[config.mk]
export PLATFORM = sky130hd
export DESIGN_NAME = csfp_port
export DESIGN_NICKNAME = d
export VERILOG_FILES = /design/src/shared/csfp_pkg.sv /design/src/design/csfp_sync.sv /design/src/design/csfp_fifo.sv /design/src/design/csfp_port.sv
export SDC_FILE = /design/constraint.sdc
export NUM_CORES = 1
export LEC_CHECK = 0
export CAP_MARGIN = 5
export CORE_MARGIN = 2
export CORE_UTILIZATION = 45
export CTS_CLUSTER_SIZE = 16
export DETAILED_ROUTE_END_ITERATION = 8
export DONT_BUFFER_PORTS = 1
export PLACE_DENSITY = 0.71
export SYNTH_ARGS = -nofsm -noshare
export SYNTH_HDL_FRONTEND = slang
export SYNTH_HIERARCHICAL = 1
export SYNTH_SLANG_ARGS = --single-unit
[constraint.sdc]
create_clock -name sys_clk -period 2.6 [get_ports sys_clk]
set_input_delay 0.26 -clock sys_clk [delete_from_list [all_inputs] [get_ports sys_clk]]
set_output_delay 0.26 -clock sys_clk [all_outputs]
set_load 0.02 [all_outputs]
[src/shared/csfp_pkg.sv]
// Shared constants and types of the slave serial frame port
package csfp_pkg;
  localparam int          WORD_BITS   = 16;
  localparam int          CNT_W       = 4;
  localparam logic [3:0]  LAST_BIT    = 4'hf;
  localparam logic [3:0]  FIRST_BIT   = 4'h0;
  localparam int          FIFO_DEPTH  = 32;
  localparam int          FSD_W       = 8;
  localparam logic [7:0]  FSD_ZERO    = 8'h00;
  localparam int          DAC_LSB     = 2;
  localparam int          DAC_BITS    = 14;
  localparam logic [15:0] WORD_ZERO   = 16'h0000;
  localparam logic [15:0] WORD_MAX    = 16'h7fff;
  localparam logic [15:0] WORD_MIN    = 16'h8000;
  // Input gain field codes
  localparam logic [1:0]  GAIN_SQUELCH = 2'h0;
  localparam logic [1:0]  GAIN_LOW     = 2'h1;
  localparam logic [1:0]  GAIN_MID     = 2'h2;
  localparam logic [1:0]  GAIN_HIGH    = 2'h3;
  // Synchroniser lane order and idle levels: frame sync, shift clock, data in
  localparam int          PIN_FS   = 2;
  localparam int          PIN_SCLK = 1;
  localparam int          PIN_DIN  = 0;
  localparam logic [2:0]  PIN_IDLE = 3'h4;

  typedef struct packed {
    logic [13:0] dac;
    logic [1:0]  ctrl;
  } csfp_rx_t;

  typedef enum logic [1:0] {
    CSFP_IDLE,
    CSFP_LOAD,
    CSFP_ACTIVE
  } csfp_state_t;
endpackage

[src/design/csfp_sync.sv]
// Two-flop synchroniser for pin inputs
`timescale 1ns/100ps
module csfp_sync
  import csfp_pkg::*;
#(
  parameter int             W    = 3,
  parameter logic [W-1:0]   INIT = '0
) (
  // Clock and reset
  input  wire logic         sys_clk,
  input  wire logic         rst_n,
  // Pins in, synchronised out
  input  wire logic [W-1:0] pin_in,
  output logic      [W-1:0] pin_sync
);
  logic [W-1:0] stage1;

  always_ff @(posedge sys_clk) begin
    if (!rst_n) begin
      stage1   <= INIT;
      pin_sync <= INIT;
    end else begin
      stage1   <= pin_in;
      pin_sync <= stage1;
    end
  end
endmodule // csfp_sync

[src/design/csfp_fifo.sv]
// Sample FIFO with registered read data
`timescale 1ns/100ps
module csfp_fifo
  import csfp_pkg::*;
#(
  parameter int WIDTH = WORD_BITS,
  parameter int DEPTH = FIFO_DEPTH
) (
  // Clock and reset
  input  wire logic             sys_clk,
  input  wire logic             rst_n,
  // Fill side
  input  wire logic             in_valid,
  output logic                  in_ready,
  input  wire logic [WIDTH-1:0] in_data,
  // Drain side; data appear the cycle after the handshake
  output logic                  out_valid,
  input  wire logic             out_ready,
  output logic      [WIDTH-1:0] out_data
);
  localparam int AW = $clog2(DEPTH);
  logic [WIDTH-1:0] mem [DEPTH];
  logic [AW-1:0]    wr_ptr;
  logic [AW-1:0]    rd_ptr;
  logic [AW:0]      count;
  logic             push;
  logic             pop;

  assign in_ready  = (count != (AW+1)'(DEPTH));
  assign out_valid = (count != '0);
  assign push      = in_valid && in_ready;
  assign pop       = out_valid && out_ready;

  always_ff @(posedge sys_clk) begin
    if (push) begin
      mem[wr_ptr] <= in_data;
    end
  end

  always_ff @(posedge sys_clk) begin
    if (!rst_n) begin
      out_data <= '0;
    end else if (pop) begin
      out_data <= mem[rd_ptr];
    end
  end

  always_ff @(posedge sys_clk) begin
    if (!rst_n) begin
      wr_ptr <= '0;
      rd_ptr <= '0;
      count  <= '0;
    end else begin
      if (push) begin
        wr_ptr <= (wr_ptr == AW'(DEPTH-1)) ? '0 : wr_ptr + 1'b1;
      end
      if (pop) begin
        rd_ptr <= (rd_ptr == AW'(DEPTH-1)) ? '0 : rd_ptr + 1'b1;
      end
      count <= count + (AW+1)'(push) - (AW+1)'(pop);
    end
  end
endmodule // csfp_fifo

[src/design/csfp_port.sv]
// Slave serial frame port: 16-bit shift link, delayed frame sync, input gain
//
// What this block does
// - Outgoing D15 appears at frame start; later bits change on shift clock rising edges.
// - Incoming bits are captured on shift clock falling edges.
// - Each frame sync falling edge starts one new conversion frame.
// - Words are 16 bits, most significant bit first on both lines.
// - Delayed frame sync falls the programmed number of shift clocks after sync.
// - With zero delay, delayed sync falls straight from the frame sync fall.
// - One delay value serves every link in a master-slave chain.
// - Gain code 00 squelches; 01, 10, 11 give rising gain.
// - Incoming bits 15 to 2 form the sample; bits 1 and 0 are control.
`timescale 1ns/100ps
module csfp_port
  import csfp_pkg::*;
#(
  parameter int DEPTH = FIFO_DEPTH
) (
  // Clock and reset
  input  wire logic             sys_clk,
  input  wire logic             rst_n,
  // Link pins from the far side
  input  wire logic             shift_clk,
  input  wire logic             frame_sync_n,
  input  wire logic             serial_in,
  // Link pins to the far side
  output logic                  serial_out,
  output logic                  serial_out_oe,
  output logic                  delayed_frame_sync_out,
  // Configuration levels
  input  wire logic [FSD_W-1:0] fs_delay,
  input  wire logic             gain_sel_hi,
  input  wire logic             gain_sel_lo,
  // Converter samples to send
  input  wire logic             adc_valid,
  output logic                  adc_ready,
  input  wire logic [15:0]      adc_sample,
  // Received samples
  output logic                  rx_valid,
  output csfp_rx_t              rx_word
);
  logic [2:0]       pins;
  logic             fs_prev;
  logic             sclk_prev;
  logic             fs_fall;
  logic             sclk_rise;
  logic             sclk_fall;
  logic             din;
  csfp_state_t      state;
  logic [15:0]      tx_shift;
  logic [15:0]      tx_load;
  logic [CNT_W-1:0] tx_cnt;
  logic             tx_pend;
  logic [15:0]      rx_shift;
  logic [CNT_W-1:0] rx_cnt;
  logic [15:0]      rx_next;
  logic             popped;
  logic             fifo_valid;
  logic [15:0]      fifo_data;
  logic [FSD_W-1:0] fsd_cnt;
  logic             fsd_armed;
  logic [1:0]       gain_code;

  // Saturating gain; from code 01 up each step doubles the level
  function automatic logic [15:0] gain_apply(input logic [15:0] s, input logic [1:0] code);
    logic [15:0] r;
    r = s;
    unique case (code)
      GAIN_SQUELCH: r = WORD_ZERO;
      GAIN_LOW:     r = s;
      GAIN_MID:     r = (s[15] != s[14]) ? (s[15] ? WORD_MIN : WORD_MAX) : {s[14:0], 1'b0};
      GAIN_HIGH:    r = (s[15:13] != {3{s[15]}}) ? (s[15] ? WORD_MIN : WORD_MAX)
                                                 : {s[13:0], 2'b00};
    endcase
    return r;
  endfunction

  // Pins come from the far side's clock, so all three pass two flops
  csfp_sync #(.W(3), .INIT(PIN_IDLE)) u_sync (
    .sys_clk  (sys_clk),
    .rst_n    (rst_n),
    .pin_in   ({frame_sync_n, shift_clk, serial_in}),
    .pin_sync (pins)
  );

  csfp_fifo #(.WIDTH(WORD_BITS), .DEPTH(DEPTH)) u_fifo (
    .sys_clk   (sys_clk),
    .rst_n     (rst_n),
    .in_valid  (adc_valid),
    .in_ready  (adc_ready),
    .in_data   (adc_sample),
    .out_valid (fifo_valid),
    .out_ready (fs_fall),
    .out_data  (fifo_data)
  );

  assign gain_code = {gain_sel_hi, gain_sel_lo};
  assign din       = pins[PIN_DIN];
  // Shift clock and frame sync are inputs only; this end never drives them
  assign fs_fall   = fs_prev && !pins[PIN_FS];
  assign sclk_rise = !sclk_prev && pins[PIN_SCLK];
  assign sclk_fall = sclk_prev && !pins[PIN_SCLK];
  assign rx_next   = {rx_shift[14:0], din};
  // Word that leaves at frame start; an empty buffer sends zeros
  assign tx_load   = gain_apply(popped ? fifo_data : WORD_ZERO, gain_code);

  always_ff @(posedge sys_clk) begin
    if (!rst_n) begin
      fs_prev   <= PIN_IDLE[PIN_FS];
      sclk_prev <= PIN_IDLE[PIN_SCLK];
    end else begin
      fs_prev   <= pins[PIN_FS];
      sclk_prev <= pins[PIN_SCLK];
    end
  end

  // Frame sequencing; a new frame sync fall restarts even a frame in flight
  always_ff @(posedge sys_clk) begin
    if (!rst_n) begin
      state <= CSFP_IDLE;
    end else if (fs_fall) begin
      state <= CSFP_LOAD;
    end else begin
      unique case (state)
        CSFP_IDLE:   state <= CSFP_IDLE;
        CSFP_LOAD:   state <= CSFP_ACTIVE;
        CSFP_ACTIVE: if (sclk_rise && tx_pend && tx_cnt == LAST_BIT) state <= CSFP_IDLE;
      endcase
    end
  end

  always_ff @(posedge sys_clk) begin
    if (!rst_n) begin
      popped <= 1'b0;
    end else begin
      popped <= fs_fall && fifo_valid;
    end
  end

  // Transmit: MSB out at frame start, then one bit per rising edge, but only
  // after a falling edge has taken the current bit, so a sync fall that lands
  // on a rising edge cannot skip D15
  always_ff @(posedge sys_clk) begin
    if (!rst_n) begin
      tx_shift      <= WORD_ZERO;
      tx_cnt        <= FIRST_BIT;
      tx_pend       <= 1'b0;
      serial_out    <= 1'b0;
      serial_out_oe <= 1'b0;
    end else if (fs_fall) begin
      tx_cnt        <= FIRST_BIT;
      tx_pend       <= 1'b0;
      serial_out_oe <= 1'b0;
    end else if (state == CSFP_LOAD) begin
      tx_shift      <= tx_load;
      serial_out    <= tx_load[WORD_BITS-1];
      serial_out_oe <= 1'b1;
    end else if (state == CSFP_ACTIVE) begin
      if (sclk_fall) begin
        tx_pend <= 1'b1;
      end else if (sclk_rise && tx_pend) begin
        tx_pend <= 1'b0;
        if (tx_cnt == LAST_BIT) begin
          serial_out_oe <= 1'b0;
        end else begin
          tx_cnt     <= tx_cnt + 1'b1;
          tx_shift   <= {tx_shift[14:0], 1'b0};
          serial_out <= tx_shift[14];
        end
      end
    end
  end

  // Receive: one bit per falling edge, 16 bits MSB first
  always_ff @(posedge sys_clk) begin
    if (!rst_n) begin
      rx_shift <= WORD_ZERO;
      rx_cnt   <= FIRST_BIT;
      rx_valid <= 1'b0;
      rx_word  <= '0;
    end else begin
      rx_valid <= 1'b0;
      if (fs_fall) begin
        rx_cnt <= FIRST_BIT;
      end else if (state == CSFP_ACTIVE && sclk_fall && !tx_pend) begin
        rx_shift <= rx_next;
        rx_cnt   <= rx_cnt + 1'b1;
        if (rx_cnt == LAST_BIT) begin
          rx_valid     <= 1'b1;
          rx_word.dac  <= rx_next[WORD_BITS-1:DAC_LSB];
          rx_word.ctrl <= rx_next[DAC_LSB-1:0];
        end
      end
    end
  end

  // Delayed frame sync: low for one shift clock, m rising edges after sync.
  // The same delay value drives every device in a chain, so each hop matches.
  always_ff @(posedge sys_clk) begin
    if (!rst_n) begin
      fsd_cnt                <= FSD_ZERO;
      fsd_armed              <= 1'b0;
      delayed_frame_sync_out <= 1'b1;
    end else if (fs_fall) begin
      fsd_cnt                <= FSD_ZERO;
      fsd_armed              <= (fs_delay != FSD_ZERO);
      delayed_frame_sync_out <= (fs_delay != FSD_ZERO);
    end else if (sclk_rise) begin
      if (!delayed_frame_sync_out) begin
        delayed_frame_sync_out <= 1'b1;
      end else if (fsd_armed && fsd_cnt + 1'b1 == fs_delay) begin
        fsd_armed              <= 1'b0;
        delayed_frame_sync_out <= 1'b0;
      end
      if (fsd_armed) begin
        fsd_cnt <= fsd_cnt + 1'b1;
      end
    end
  end
endmodule // csfp_port

======== After elaboration in Yosys (flattened, before gate mapping) ========
Memory sizes are Yosys's and may differ from the RTL's. A register that Yosys moved wholly into a read port is not among the register bits.
Cells that the tools add are included.
storage, ports and cells
  output and inout bits ................... 21
  bits of input ports ..................... 32
  register bits ........................... 95
  memories kept ........................... 1
  ROM bits ................................ 0
  word-level logic and storage cells ...... 128
  bits in writable memories ............... 512
  bits in latches ......................... 0
memory list
  memory      words  bits a word  rd ports  clocked after memory_dff  write ports  RTL line         source
  u_fifo.mem  32     16           1         1                         1            csfp_fifo.sv:22  logic [WIDTH-1:0] mem [DEPTH];
operators by class
  multiplexer cells ....................... 38
  divide/modulo/power cells ............... 0
  bitwise operators ....................... 6
  multipliers ............................. 0
  $add $sub $neg .......................... 7
  shifts and indexed selects .............. 0
  order comparisons ....................... 0
  eq/ne operators ......................... 17
  reduce and logical (&&, ||, !) cells .... 36
operators by type and width
  cell                                                            count
  15-bit 2-to-1 mux                                               5
  16-bit 2-to-1 mux                                               4
  16-bit one-hot mux with 4 select lines                          1
  1-bit 2-to-1 mux                                                24
  2-bit nonzero test                                              7
  5-bit by 1-bit adder with 5-bit output (second input constant)  2
  5-bit equality test (second input constant)                     2
  1-bit logical AND                                               10
  5-bit 2-to-1 mux                                                2
  5-bit AND reduction                                             2
  3-bit AND reduction                                             3
  4-bit by 1-bit adder with 4-bit output (second input constant)  2
  8-bit by 1-bit adder with 8-bit output (second input constant)  1
  4-bit equality test (second input constant)                     2
  8-bit equality test                                             1
  8-bit nonzero test                                              1
  6-bit by 1-bit adder with 6-bit output                          1
  2-bit equality test (second input constant)                     3
  6-bit != test (second input constant)                           1
  1-bit inverter                                                  6
  2-bit one-hot mux with 3 select lines                           1
  6-bit nonzero test                                              1
  6-bit by 1-bit subtractor with 6-bit output                     1
  1-bit logical NOT                                               5
  12 further kinds                                                16

======== Depth between registers and ports, before layout ========
Gate-level depths: netlist (run 1).
  word-level depth ........................ 7
  depth in mapped cells ................... 14

======== Cells and area by module ========
Netlist (run 1), hierarchy kept.
modules (own cells, without submodules)
  module     instances  seq. area each (µm²)  area an instance (µm²)  cells each
  csfp_fifo  1          16,015.4              21,453.1                1,128
  csfp_port  1          1,461.4               3,714.8                 467
  csfp_sync  1          120.1                 157.7                   12

======== Least setup slack after synthesis (run 1) ========
Ideal clock, no wire load.
  path type ............................... register -> register
  from .................................... register u_fifo.count[2]
  to ...................................... register u_fifo.count[4]
  data arrival time ....................... 2.583 ns
  data required time ...................... 2.484 ns
  cell stages (with the launch flop) ...... 15
  slack ................................... -0.099 ns
  library setup time ...................... 0.116 ns
  buffers on the path ..................... 1
  cells stage by stage .................... dfxtp_1 inv_1 ha_1 nand4bb_1 and2_1 buf_2 inv_2 ha_1 inv_1 ha_1 fa_1 a21oi_1 nor2_1 nor3_1 and3b_1
on the way
  word-level cells in the longest chain between the ends .. 4
RTL lines
  item                                         RTL line         source
  from (decl)                                  csfp_fifo.sv:25  logic [AW:0] count;
  from (signal assigned)                       csfp_fifo.sv:60  count <= count + (AW+1)'(push) - (AW+1)'(pop);
  6-bit != test                                csfp_fifo.sv:29  assign in_ready = (count != (AW+1)'(DEPTH));
  via adc_ready                                csfp_port.sv:36  output logic adc_ready,
  1-bit logical AND                            csfp_fifo.sv:31  assign push = in_valid && in_ready;
  6-bit by 1-bit adder with 6-bit output       csfp_fifo.sv:60
  6-bit by 1-bit subtractor with 6-bit output  csfp_fifo.sv:60
The timed path passes the listed nets, and every way through them passes these cells.
A chain may end at the register's enable or synchronous reset.

======== Worst setup path in the final report (run 1) ========
  from .................................... register u_fifo.count[4]
  to ...................................... register u_fifo.count[4]
on the way
  word-level cells in the longest chain between the ends .. 4
RTL lines
  item                                             RTL line
  6-bit != test                                    csfp_fifo.sv:29
  1-bit logical AND                                csfp_fifo.sv:31
  6-bit by 1-bit adder with 6-bit output           csfp_fifo.sv:60
  6-bit by 1-bit subtractor with 6-bit output (*)  csfp_fifo.sv:60
Every way passes the cells marked *; elsewhere a longest branch is shown, timed or not.

==> results of run 1 <==
## layer usage
layer / GRT usage / vias to the layer above / routed length, µm
met1: 0.276 / 7384 / 24300
li1: - / 6482 / -
met4: 0.0610 / 0 / 1340
met5: 0 / - / 0
met3: 0.0311 / 90 / 4130
met2: 0.324 / 529 / 27700
## sequential cells by signal, summed over array words and instances, names as in the netlist, 2 cells and up
name             flops
rx_shift            15
u_sync/stage1        3
u_sync/pin_sync      3
u_fifo/rd_ptr        5
u_fifo/out_data     16
tx_shift            15
state                2
u_fifo/wr_ptr        5
u_fifo/mem         512
tx_cnt               4
rx_word             16
u_fifo/count         6
rx_cnt               4
fsd_cnt              8
## cells by family (layout without fill, tap and decap cells)
| kind of cell | after synthesis | after routing | share of synthesized area |
|---|---|---|---|
| compound gates | 328 | 328 | 0.0895 |
| xor+xnor | 20 | 20 | 0.00692 |
| fa+ha+maj | 23 | 23 | 0.0117 |
| buf+inv | 121 | 248 | 0.0287 |
| flops | 623 | 623 | 0.695 |
| mux | 195 | 195 | 0.109 |
| other cells | 0 | 1 | 0 |
| simple gates | 297 | 297 | 0.0597 |
## where the power goes
part	total [mW]	switching, mW	internal (mW)
Combinational	1.90	1.09	0.810
Clock	8.75	3.80	4.95
Sequential	11.2	0.206	11.0
Total	21.9	5.09	16.8
## cell usage in the layout, fill, tap and decap left out, types with 10 or more instances in the layout
cell	count
sky130_fd_sc_hd__edfxtp_1	512
sky130_fd_sc_hd__mux2i_1	130
sky130_fd_sc_hd__nand2_1	109
sky130_fd_sc_hd__dfxtp_1	109
sky130_fd_sc_hd__o22ai_1	66
sky130_fd_sc_hd__buf_4	66
sky130_fd_sc_hd__mux4_2	64
sky130_fd_sc_hd__o21ai_0	62
sky130_fd_sc_hd__clkbuf_16	62
sky130_fd_sc_hd__a21oi_1	60
sky130_fd_sc_hd__nor2_1	59
sky130_fd_sc_hd__a22oi_1	36
sky130_fd_sc_hd__nor3_1	25
sky130_fd_sc_hd__buf_12	23
sky130_fd_sc_hd__dlygate4sd3_1	22
sky130_fd_sc_hd__inv_1	21
sky130_fd_sc_hd__ha_1	21
sky130_fd_sc_hd__and2_1	16
sky130_fd_sc_hd__a2111o_1	16
sky130_fd_sc_hd__clkinv_2	15
sky130_fd_sc_hd__o41ai_1	15
sky130_fd_sc_hd__a22o_1	14
sky130_fd_sc_hd__clkbuf_1	14
sky130_fd_sc_hd__nand2b_1	13
sky130_fd_sc_hd__nand3_1	13
sky130_fd_sc_hd__xor2_1	11
sky130_fd_sc_hd__a221o_1	11
sky130_fd_sc_hd__nor2b_1	10
## how the worst min path moves through the flow
stage                                     to  slack, ns  cells past startpoint
5_1_grt             tx_shift[0]$_SDFFE_PN0P_       0.04                      3
4_1_cts             tx_shift[0]$_SDFFE_PN0P_     0.0007                      3
2_1_floorplan  u_sync/pin_sync[2]$_SDFF_PN1_       0.33                      1
3_3_place_gp     u_sync/stage1[2]$_SDFF_PN1_       0.35                      1
6_report            tx_shift[0]$_SDFFE_PN0P_       0.04                      3
3_5_place_dp     u_sync/stage1[2]$_SDFF_PN1_       0.35                      1
## stage by stage
stage / power, mW / hold WS, ns / std cells / instance area, µm² / worst slack [ns]
CTS: 22.0 / 0.000726 / 2482 / 28800 / 0.00913
detailed placement: 13.1 / 0.351 / 2329 / 26300 / 0.0307
finish: 21.9 / 0.0377 / 2483 / 28800 / 0.165
global route: 22.6 / 0.0406 / 2483 / 28800 / 0.000967
global placement: 13.0 / 0.350 / 2329 / 26300 / 0.0797
floorplan: 12.6 / 0.333 / 1607 / 25300 / 0.000403
## critical path, delay by kind of cell (launching register included)
| family | cells | cell delay, ns |
|---|---|---|
| compound gates | 1 | 0.14 |
| simple gates | 5 | 0.64 |
| fa+ha+maj | 4 | 1.10 |
| buf+inv | 3 | 0.16 |
| flops | 1 | 0.31 |
## what timing repair did
| action | 4_1_cts | 5_1_grt |
|---|---|---|
| endpoints found under the hold margin | 567 | 0 |
| hold buffers | 39 | 0 |
| resized for setup | 0 | 4 |
| endpoints found under the setup margin | 0 | 7 |
## final cells by class
cell class | instances | area [µm²] | area share
flip-flops and latches | 623 | 17600 | 0.610
clock inverters | 29 | 280 | 0.00972
diodes | 1 | 2.50 | 0.0000868
multi-input cells | 863 | 7030 | 0.244
clock buffers | 85 | 1730 | 0.0599
repair buffers | 111 | 1180 | 0.0408
well taps | 748 | 936 | 0.0324
inverters | 23 | 88.8 | 0.00308
==> metrics, run 1 <==
leakage 8.98 nW; cell at the root of the clock tree sky130_fd_sc_hd__clkbuf_16; clock tree from TritonCTS built; Max Clock Skew 0.0577 ns; Final Cycle Share 0.937; final-layout fill cell count 4433; unique cell type count in the Yosys netlist a little under 80; final-report hold violation count 0; leading post-synthesis cells by instance count sky130_fd_sc_hd__edfxtp_1, sky130_fd_sc_hd__mux2i_1, sky130_fd_sc_hd__dfxtp_1; Post-Syn Area per Cell 15.8 µm²; count of buffers inserted at the top-level ports 0; worst min path class in -> reg; share of the yosys chip area belonging to registers 0.695; Net Count, Synth roughly 1700; Critical Path End u_fifo/count[4]$_SDFF_PN0_; clock tree sinks 623; Chip Width 241 µm; Total Nets Final between 1500 and 2000; number of H-tree levels 2; largest area contributor in the netlist sky130_fd_sc_hd__edfxtp_1; detailed-route wire length 57500 µm; setup repair after global routing missed its margin false; worst-path maximum fanout 3; number of DRC violations after detailed-routing iteration 0 about 1600; standard cell core area roughly 0.055 mm²; FF-to-FF End u_fifo/count[4]$_SDFF_PN0_; Inserted Clock Buffers 61; Std-Cell Rows 86; origin of the worst min-delay path gain_sel_lo; post-detailed-route via-to-cell ratio 5.83; Worst path most repeated cell sky130_fd_sc_hd__ha_1; fraction of layout cells with a size suffix above 1 0.163; worst path cell trace inv_1, ha_1, nand4bb_4, and2_4, inv_2, ha_1, inv_1, ha_1, fa_2, a21oi_1, nor2_1, nor3_1, and3b_1; Clock Pin Slew Worst Setup and Hold Paths 0.06 ns; signal arrival time at the worst endpoint 2.94 ns; sort of element at the start of the critical path flop; number of setup violations in the final report 0; placer's final routability congestion estimate 0.877; Yosys top cell area share 0.607; via count 14485; setup fix buffers added after clock tree synthesis 0; headroom to the max-slew limit 0.469; number of enable-type register cells in the synthesized netlist around 500; fin. max-slew vios 0; residual DRC count 0; maximum number of pins on one net before global-route repair 51; dominant cell by count in the synthesized netlist sky130_fd_sc_hd__edfxtp_1; setup slack, reg-to-reg 0.16 ns; die extent in y 241 µm; Crit path largest cell delay 0.38 ns; number of storage elements in the synthesis netlist 623; warnings from Yosys 6; worst supply voltage drop on vdd 0.829 mV; DRT antenna net count 0; number of cells on the worst reg-to-reg path 13; maximum buffer depth of the clock tree 3; total power divided by cell area 758 mW/mm²; synthesized cell area 0.0253 mm²; outcome finished, final reports clean; die area 0.0582 mm²; Crit Path Category reg -> reg; global-route wire length before repair approximately 87000 µm; utilization after layout 0.520; data required time of the worst path 3.10 ns; MaxCap Viol Count 0; Initial Util 0.457; detailed placement HPWL around 34000 µm; Max Fclk 411 MHz; layout overhead on the synthesized area 13.9%; synthesized instance count 1607; total gr overflow 0; Async SR Flop Fraction 0; wire length per cell after detailed routing 23.2 µm; global-route total usage across every layer 0.199; sum of negative setup slack 0 ns; time the worst path needs with I/O delays and setup 2.44 ns; crit path launch u_fifo/count[4]$_SDFF_PN0_; num ports 53; Critical Path Sink Type flop; standard cell with the maximum stage delay on the critical path sky130_fd_sc_hd__fa_2; slew at the pin with the worst max-slew slack 0.794 ns; worst-skew pair later-pin latency 0.66 ns; vias in the first global route 14229; cell types occupying the most area after synthesis sky130_fd_sc_hd__edfxtp_1, sky130_fd_sc_hd__dfxtp_1, sky130_fd_sc_hd__mux4_2; number of search-and-repair iterations in the first detailed-routing pass 5; dominant synthesized flop cell sky130_fd_sc_hd__edfxtp_1; antenna violations before repair 1; beginning of the worst register-to-register path u_fifo/count[4]$_SDFF_PN0_
(Power assumes the default switching activity.)
==> run 2: changes to the inputs <==
--- a/config.mk
+++ b/config.mk
@@ -5,13 +5,16 @@
 export SDC_FILE = /design/constraint.sdc
 export NUM_CORES = 1
 export LEC_CHECK = 0
+export ABC_AREA = 1
 export CAP_MARGIN = 5
 export CORE_MARGIN = 2
 export CORE_UTILIZATION = 45
+export CTS_BUF_LIST = sky130_fd_sc_hd__clkbuf_2 sky130_fd_sc_hd__clkbuf_4 sky130_fd_sc_hd__clkbuf_8
 export CTS_CLUSTER_SIZE = 16
 export DETAILED_ROUTE_END_ITERATION = 8
 export DONT_BUFFER_PORTS = 1
 export PLACE_DENSITY = 0.71
+export SKIP_CTS_REPAIR_TIMING = 1
 export SYNTH_ARGS = -nofsm -noshare
 export SYNTH_HDL_FRONTEND = slang
 export SYNTH_HIERARCHICAL = 1
==> metrics, run 2 <==
Async SR Flop Fraction 0 (unchanged); cell at the root of the clock tree sky130_fd_sc_hd__clkbuf_8; time the worst path needs with I/O delays and setup 2.33 ns (-0.105 ns); dominant synthesized flop cell sky130_fd_sc_hd__edfxtp_1; hold path depth 6 (+3); largest area contributor in the netlist sky130_fd_sc_hd__edfxtp_1; slack of the critical path 0.270 ns (+0.105 ns); residual DRC count 0 (unchanged); Seq. cell area 0.0176 mm² (about the same); worst path cell trace inv_1, ha_1, inv_2, nor3_4, nand2_4, clkinv_2, nand4_4, or2_4, clkinv_2, nand2_1, nand2_1; leading post-synthesis cells by instance count sky130_fd_sc_hd__nand2_1, sky130_fd_sc_hd__edfxtp_1, sky130_fd_sc_hd__nand3_1; detailed-route wire length 65000 µm (+13%); placer's final routability congestion estimate 0.924 (+5.3%); clock tree from TritonCTS built; final-report hold violation count 0 (unchanged); worst-path maximum fanout 19 (+16); Crit path largest cell delay 0.34 ns (-0.04 ns); unique cell type count in the Yosys netlist 38 (-52%); capture endpoint of the worst hold path tx_shift[0]$_SDFFE_PN0P_; Initial Util 0.457 (-0.000474); Inserted Clock Buffers 99 (+62%); worst min path class in -> reg; antenna violations before repair 6 (+5); total power divided by cell area 750 mW/mm² (-1.1%); sort of element at the start of the critical path flop; total gr overflow 0 (unchanged); Global Route met1 Usage 0.281 (+0.00528); post-detailed-route via-to-cell ratio 5.35 (-8.3%); fin. max-slew vios 0 (unchanged); Yosys top cell area share 0.583 (-0.0245); detailed placement HPWL 39000 µm (+15%); number of setup violations in the final report 0 (unchanged); number of DRC violations after detailed-routing iteration 0 2225 (+35%); synthesized cell area 0.0264 mm² (+4.2%); MaxCap Viol Count 0 (unchanged); number of H-tree levels 3 (+1); Chip Width 246 µm (+2.0%); vias in the first global route 18102 (+27%); standard cell with the maximum stage delay on the critical path sky130_fd_sc_hd__or2_4; via count 18835 (+30%); Post-Syn Area per Cell 10.2 µm² (-35%); worst-skew pair later-pin latency 0.69 ns (+0.03 ns); number of storage elements in the synthesis netlist 623 (unchanged); share of the yosys chip area belonging to registers 0.667 (-0.0280); Crit Path Category reg -> reg; register name with the most flops u_fifo/mem; global-route track usage on met2 0.335 (+0.0112); top library cells by usage in the layout, fill and taps aside sky130_fd_sc_hd__nand2_1, sky130_fd_sc_hd__edfxtp_1, sky130_fd_sc_hd__nand3_1, sky130_fd_sc_hd__inv_1, sky130_fd_sc_hd__nor2_1; Std-Cell Rows 88 (+2.3%); Max Fclk 429 MHz (+4.5%); area used by multi-input combinational logic 0.00723 mm² (+3.0%); leading cell type in the layout, fill and taps excluded sky130_fd_sc_hd__nand2_1; Net Count, Synth 2645 (+59%); worst hold slack 0.0319 ns (-0.00573 ns); final-layout fill cell count 4949 (+12%); maximum buffer depth of the clock tree 3 (unchanged); Final Cycle Share 0.896 (-0.0403); number of cells on the worst reg-to-reg path 11 (-2); crit path launch state[0]$_SDFFE_PN0P_; wire length per cell after detailed routing 18.5 µm (-20%); outcome finished, final reports clean; standard cell area after detailed placement 0.0273 mm² (+4.1%); Non-Filler Cell Area, Final 0.0300 mm² (+4.1%); number of enable-type register cells in the synthesized netlist 512 (unchanged); leakage 11.8 nW (+31%); Post-Place Worst Slack 0.195 ns (+0.164 ns); maximum number of pins on one net before global-route repair 105 (+110%); clock tree sinks 623 (unchanged); FF-to-FF End rx_word[10]$_SDFFE_PN0P_; Total Nets Final 2732 (+57%); die area 0.0606 mm² (+4.1%); sum of negative setup slack 0 ns (unchanged); setup slack, reg-to-reg 0.27 ns (+0.10 ns); registers with the highest flip-flop counts u_fifo/mem x512, rx_word x16, u_fifo/out_data x16; DRT antenna net count 0 (unchanged); slew at the pin with the worst max-slew slack 0.883 ns (+0.0891 ns); Critical Path Sink Type flop; signal arrival time at the worst endpoint 2.96 ns (+0.02 ns); headroom to the max-slew limit 0.409 (-0.0596); die extent in y 246 µm (+2.0%); layout overhead on the synthesized area 13.7%; setup repair after global routing missed its margin false; synthesized instance count 2590 (+61%); num ports 53 (unchanged); global-route total usage across every layer 0.213 (+0.0145); standard cell core area 0.0578 mm² (+4.3%); Max Clock Skew 0.0315 ns (-0.0263 ns); fraction of met3 tracks used by global routing 0.0521 (+0.0210); dominant cell by count in the synthesized netlist sky130_fd_sc_hd__nand2_1; count of buffers inserted at the top-level ports 0 (unchanged); beginning of the worst register-to-register path state[0]$_SDFFE_PN0P_; number of search-and-repair iterations in the first detailed-routing pass 6 (+1); flip-flop count of the largest register after layout 512 (unchanged); origin of the worst min-delay path gain_sel_hi; fraction of layout cells with a size suffix above 1 0.0981 (-0.0646); worst supply voltage drop on vdd 0.450 mV (-46%); Clock Pin Slew Worst Setup and Hold Paths 0.06 ns (about the same); GR peak layer met2; data required time of the worst path 3.23 ns (+0.13 ns); warnings from Yosys 6 (unchanged); utilization after layout 0.519 (-0.00126); cell types occupying the most area after synthesis sky130_fd_sc_hd__edfxtp_1, sky130_fd_sc_hd__nand2_1, sky130_fd_sc_hd__dfxtp_1; global-route wire length before repair 99800 µm (+15%)
[run 2: kinds of logic (layout without fill, tap and decap cells)]
family,after synthesis,after routing,share of synthesized area
and+or+nand+nor,1398,1398,0.223
DFF,623,623,0.667
buffers and inverters,353,516,0.0593
AOI/OAI and AO/OA,189,189,0.0388
adders and majority gates,23,23,0.0112
xor gates and xnor gates,4,4,0.00133
other,0,2,0
[run 2: metal layers]
layer,wire (µm),up-vias
met2,30500,873
met3,5920,144
met4,2140,6
met1,26400,8889
li1,-,8923
met5,38,-
[run 2: worst max path at each step]
stage,endpoint,slack [ns],cells after the start
2_1_floorplan,u_fifo/count[4]$_SDFF_PN0_,0.06,16
3_3_place_gp,u_fifo/count[4]$_SDFF_PN0_,0.18,15
3_5_place_dp,u_fifo/count[4]$_SDFF_PN0_,0.19,15
4_1_cts,u_fifo/count[4]$_SDFF_PN0_,0.18,15
5_1_grt,tx_shift[8]$_SDFFE_PN0P_,0.02,8
6_report,rx_word[10]$_SDFFE_PN0P_,0.27,11
[run 2: through the flow]
step | std cells | power [mW]
2_1_floorplan | 2590 | 12.9
3_3_place_gp | 3300 | 13.6
3_5_place_dp | 3300 | 13.6
4_1_cts | 3477 | 22.3
5_1_grt | 3520 | 23.4
6_report | 3520 | 22.5
[run 2: layout make-up]
type / count / share of cell area
antenna: 2 / 0.000167
clock buffer: 125 / 0.0536
clock inverter: 52 / 0.0157
inverter: 220 / 0.0278
multi-input combinational: 1614 / 0.241
sequential: 623 / 0.587
tap: 765 / 0.0319
timing repair buffer: 119 / 0.0432
[run 2: worst max-delay path, delay by kind of cell (launching register included)]
family,cells,cell delay [ns]
DFF,1,0.32
adders and majority gates,1,0.22
and+or+nand+nor,6,1.22
buffers and inverters,4,0.50
[run 2: power by group]
part	switching, mW	internal (mW)	leakage, nW
Clock	3.82	4.94	1.08
Combinational	1.85	0.771	5.19
Sequential	0.0957	11.0	5.51
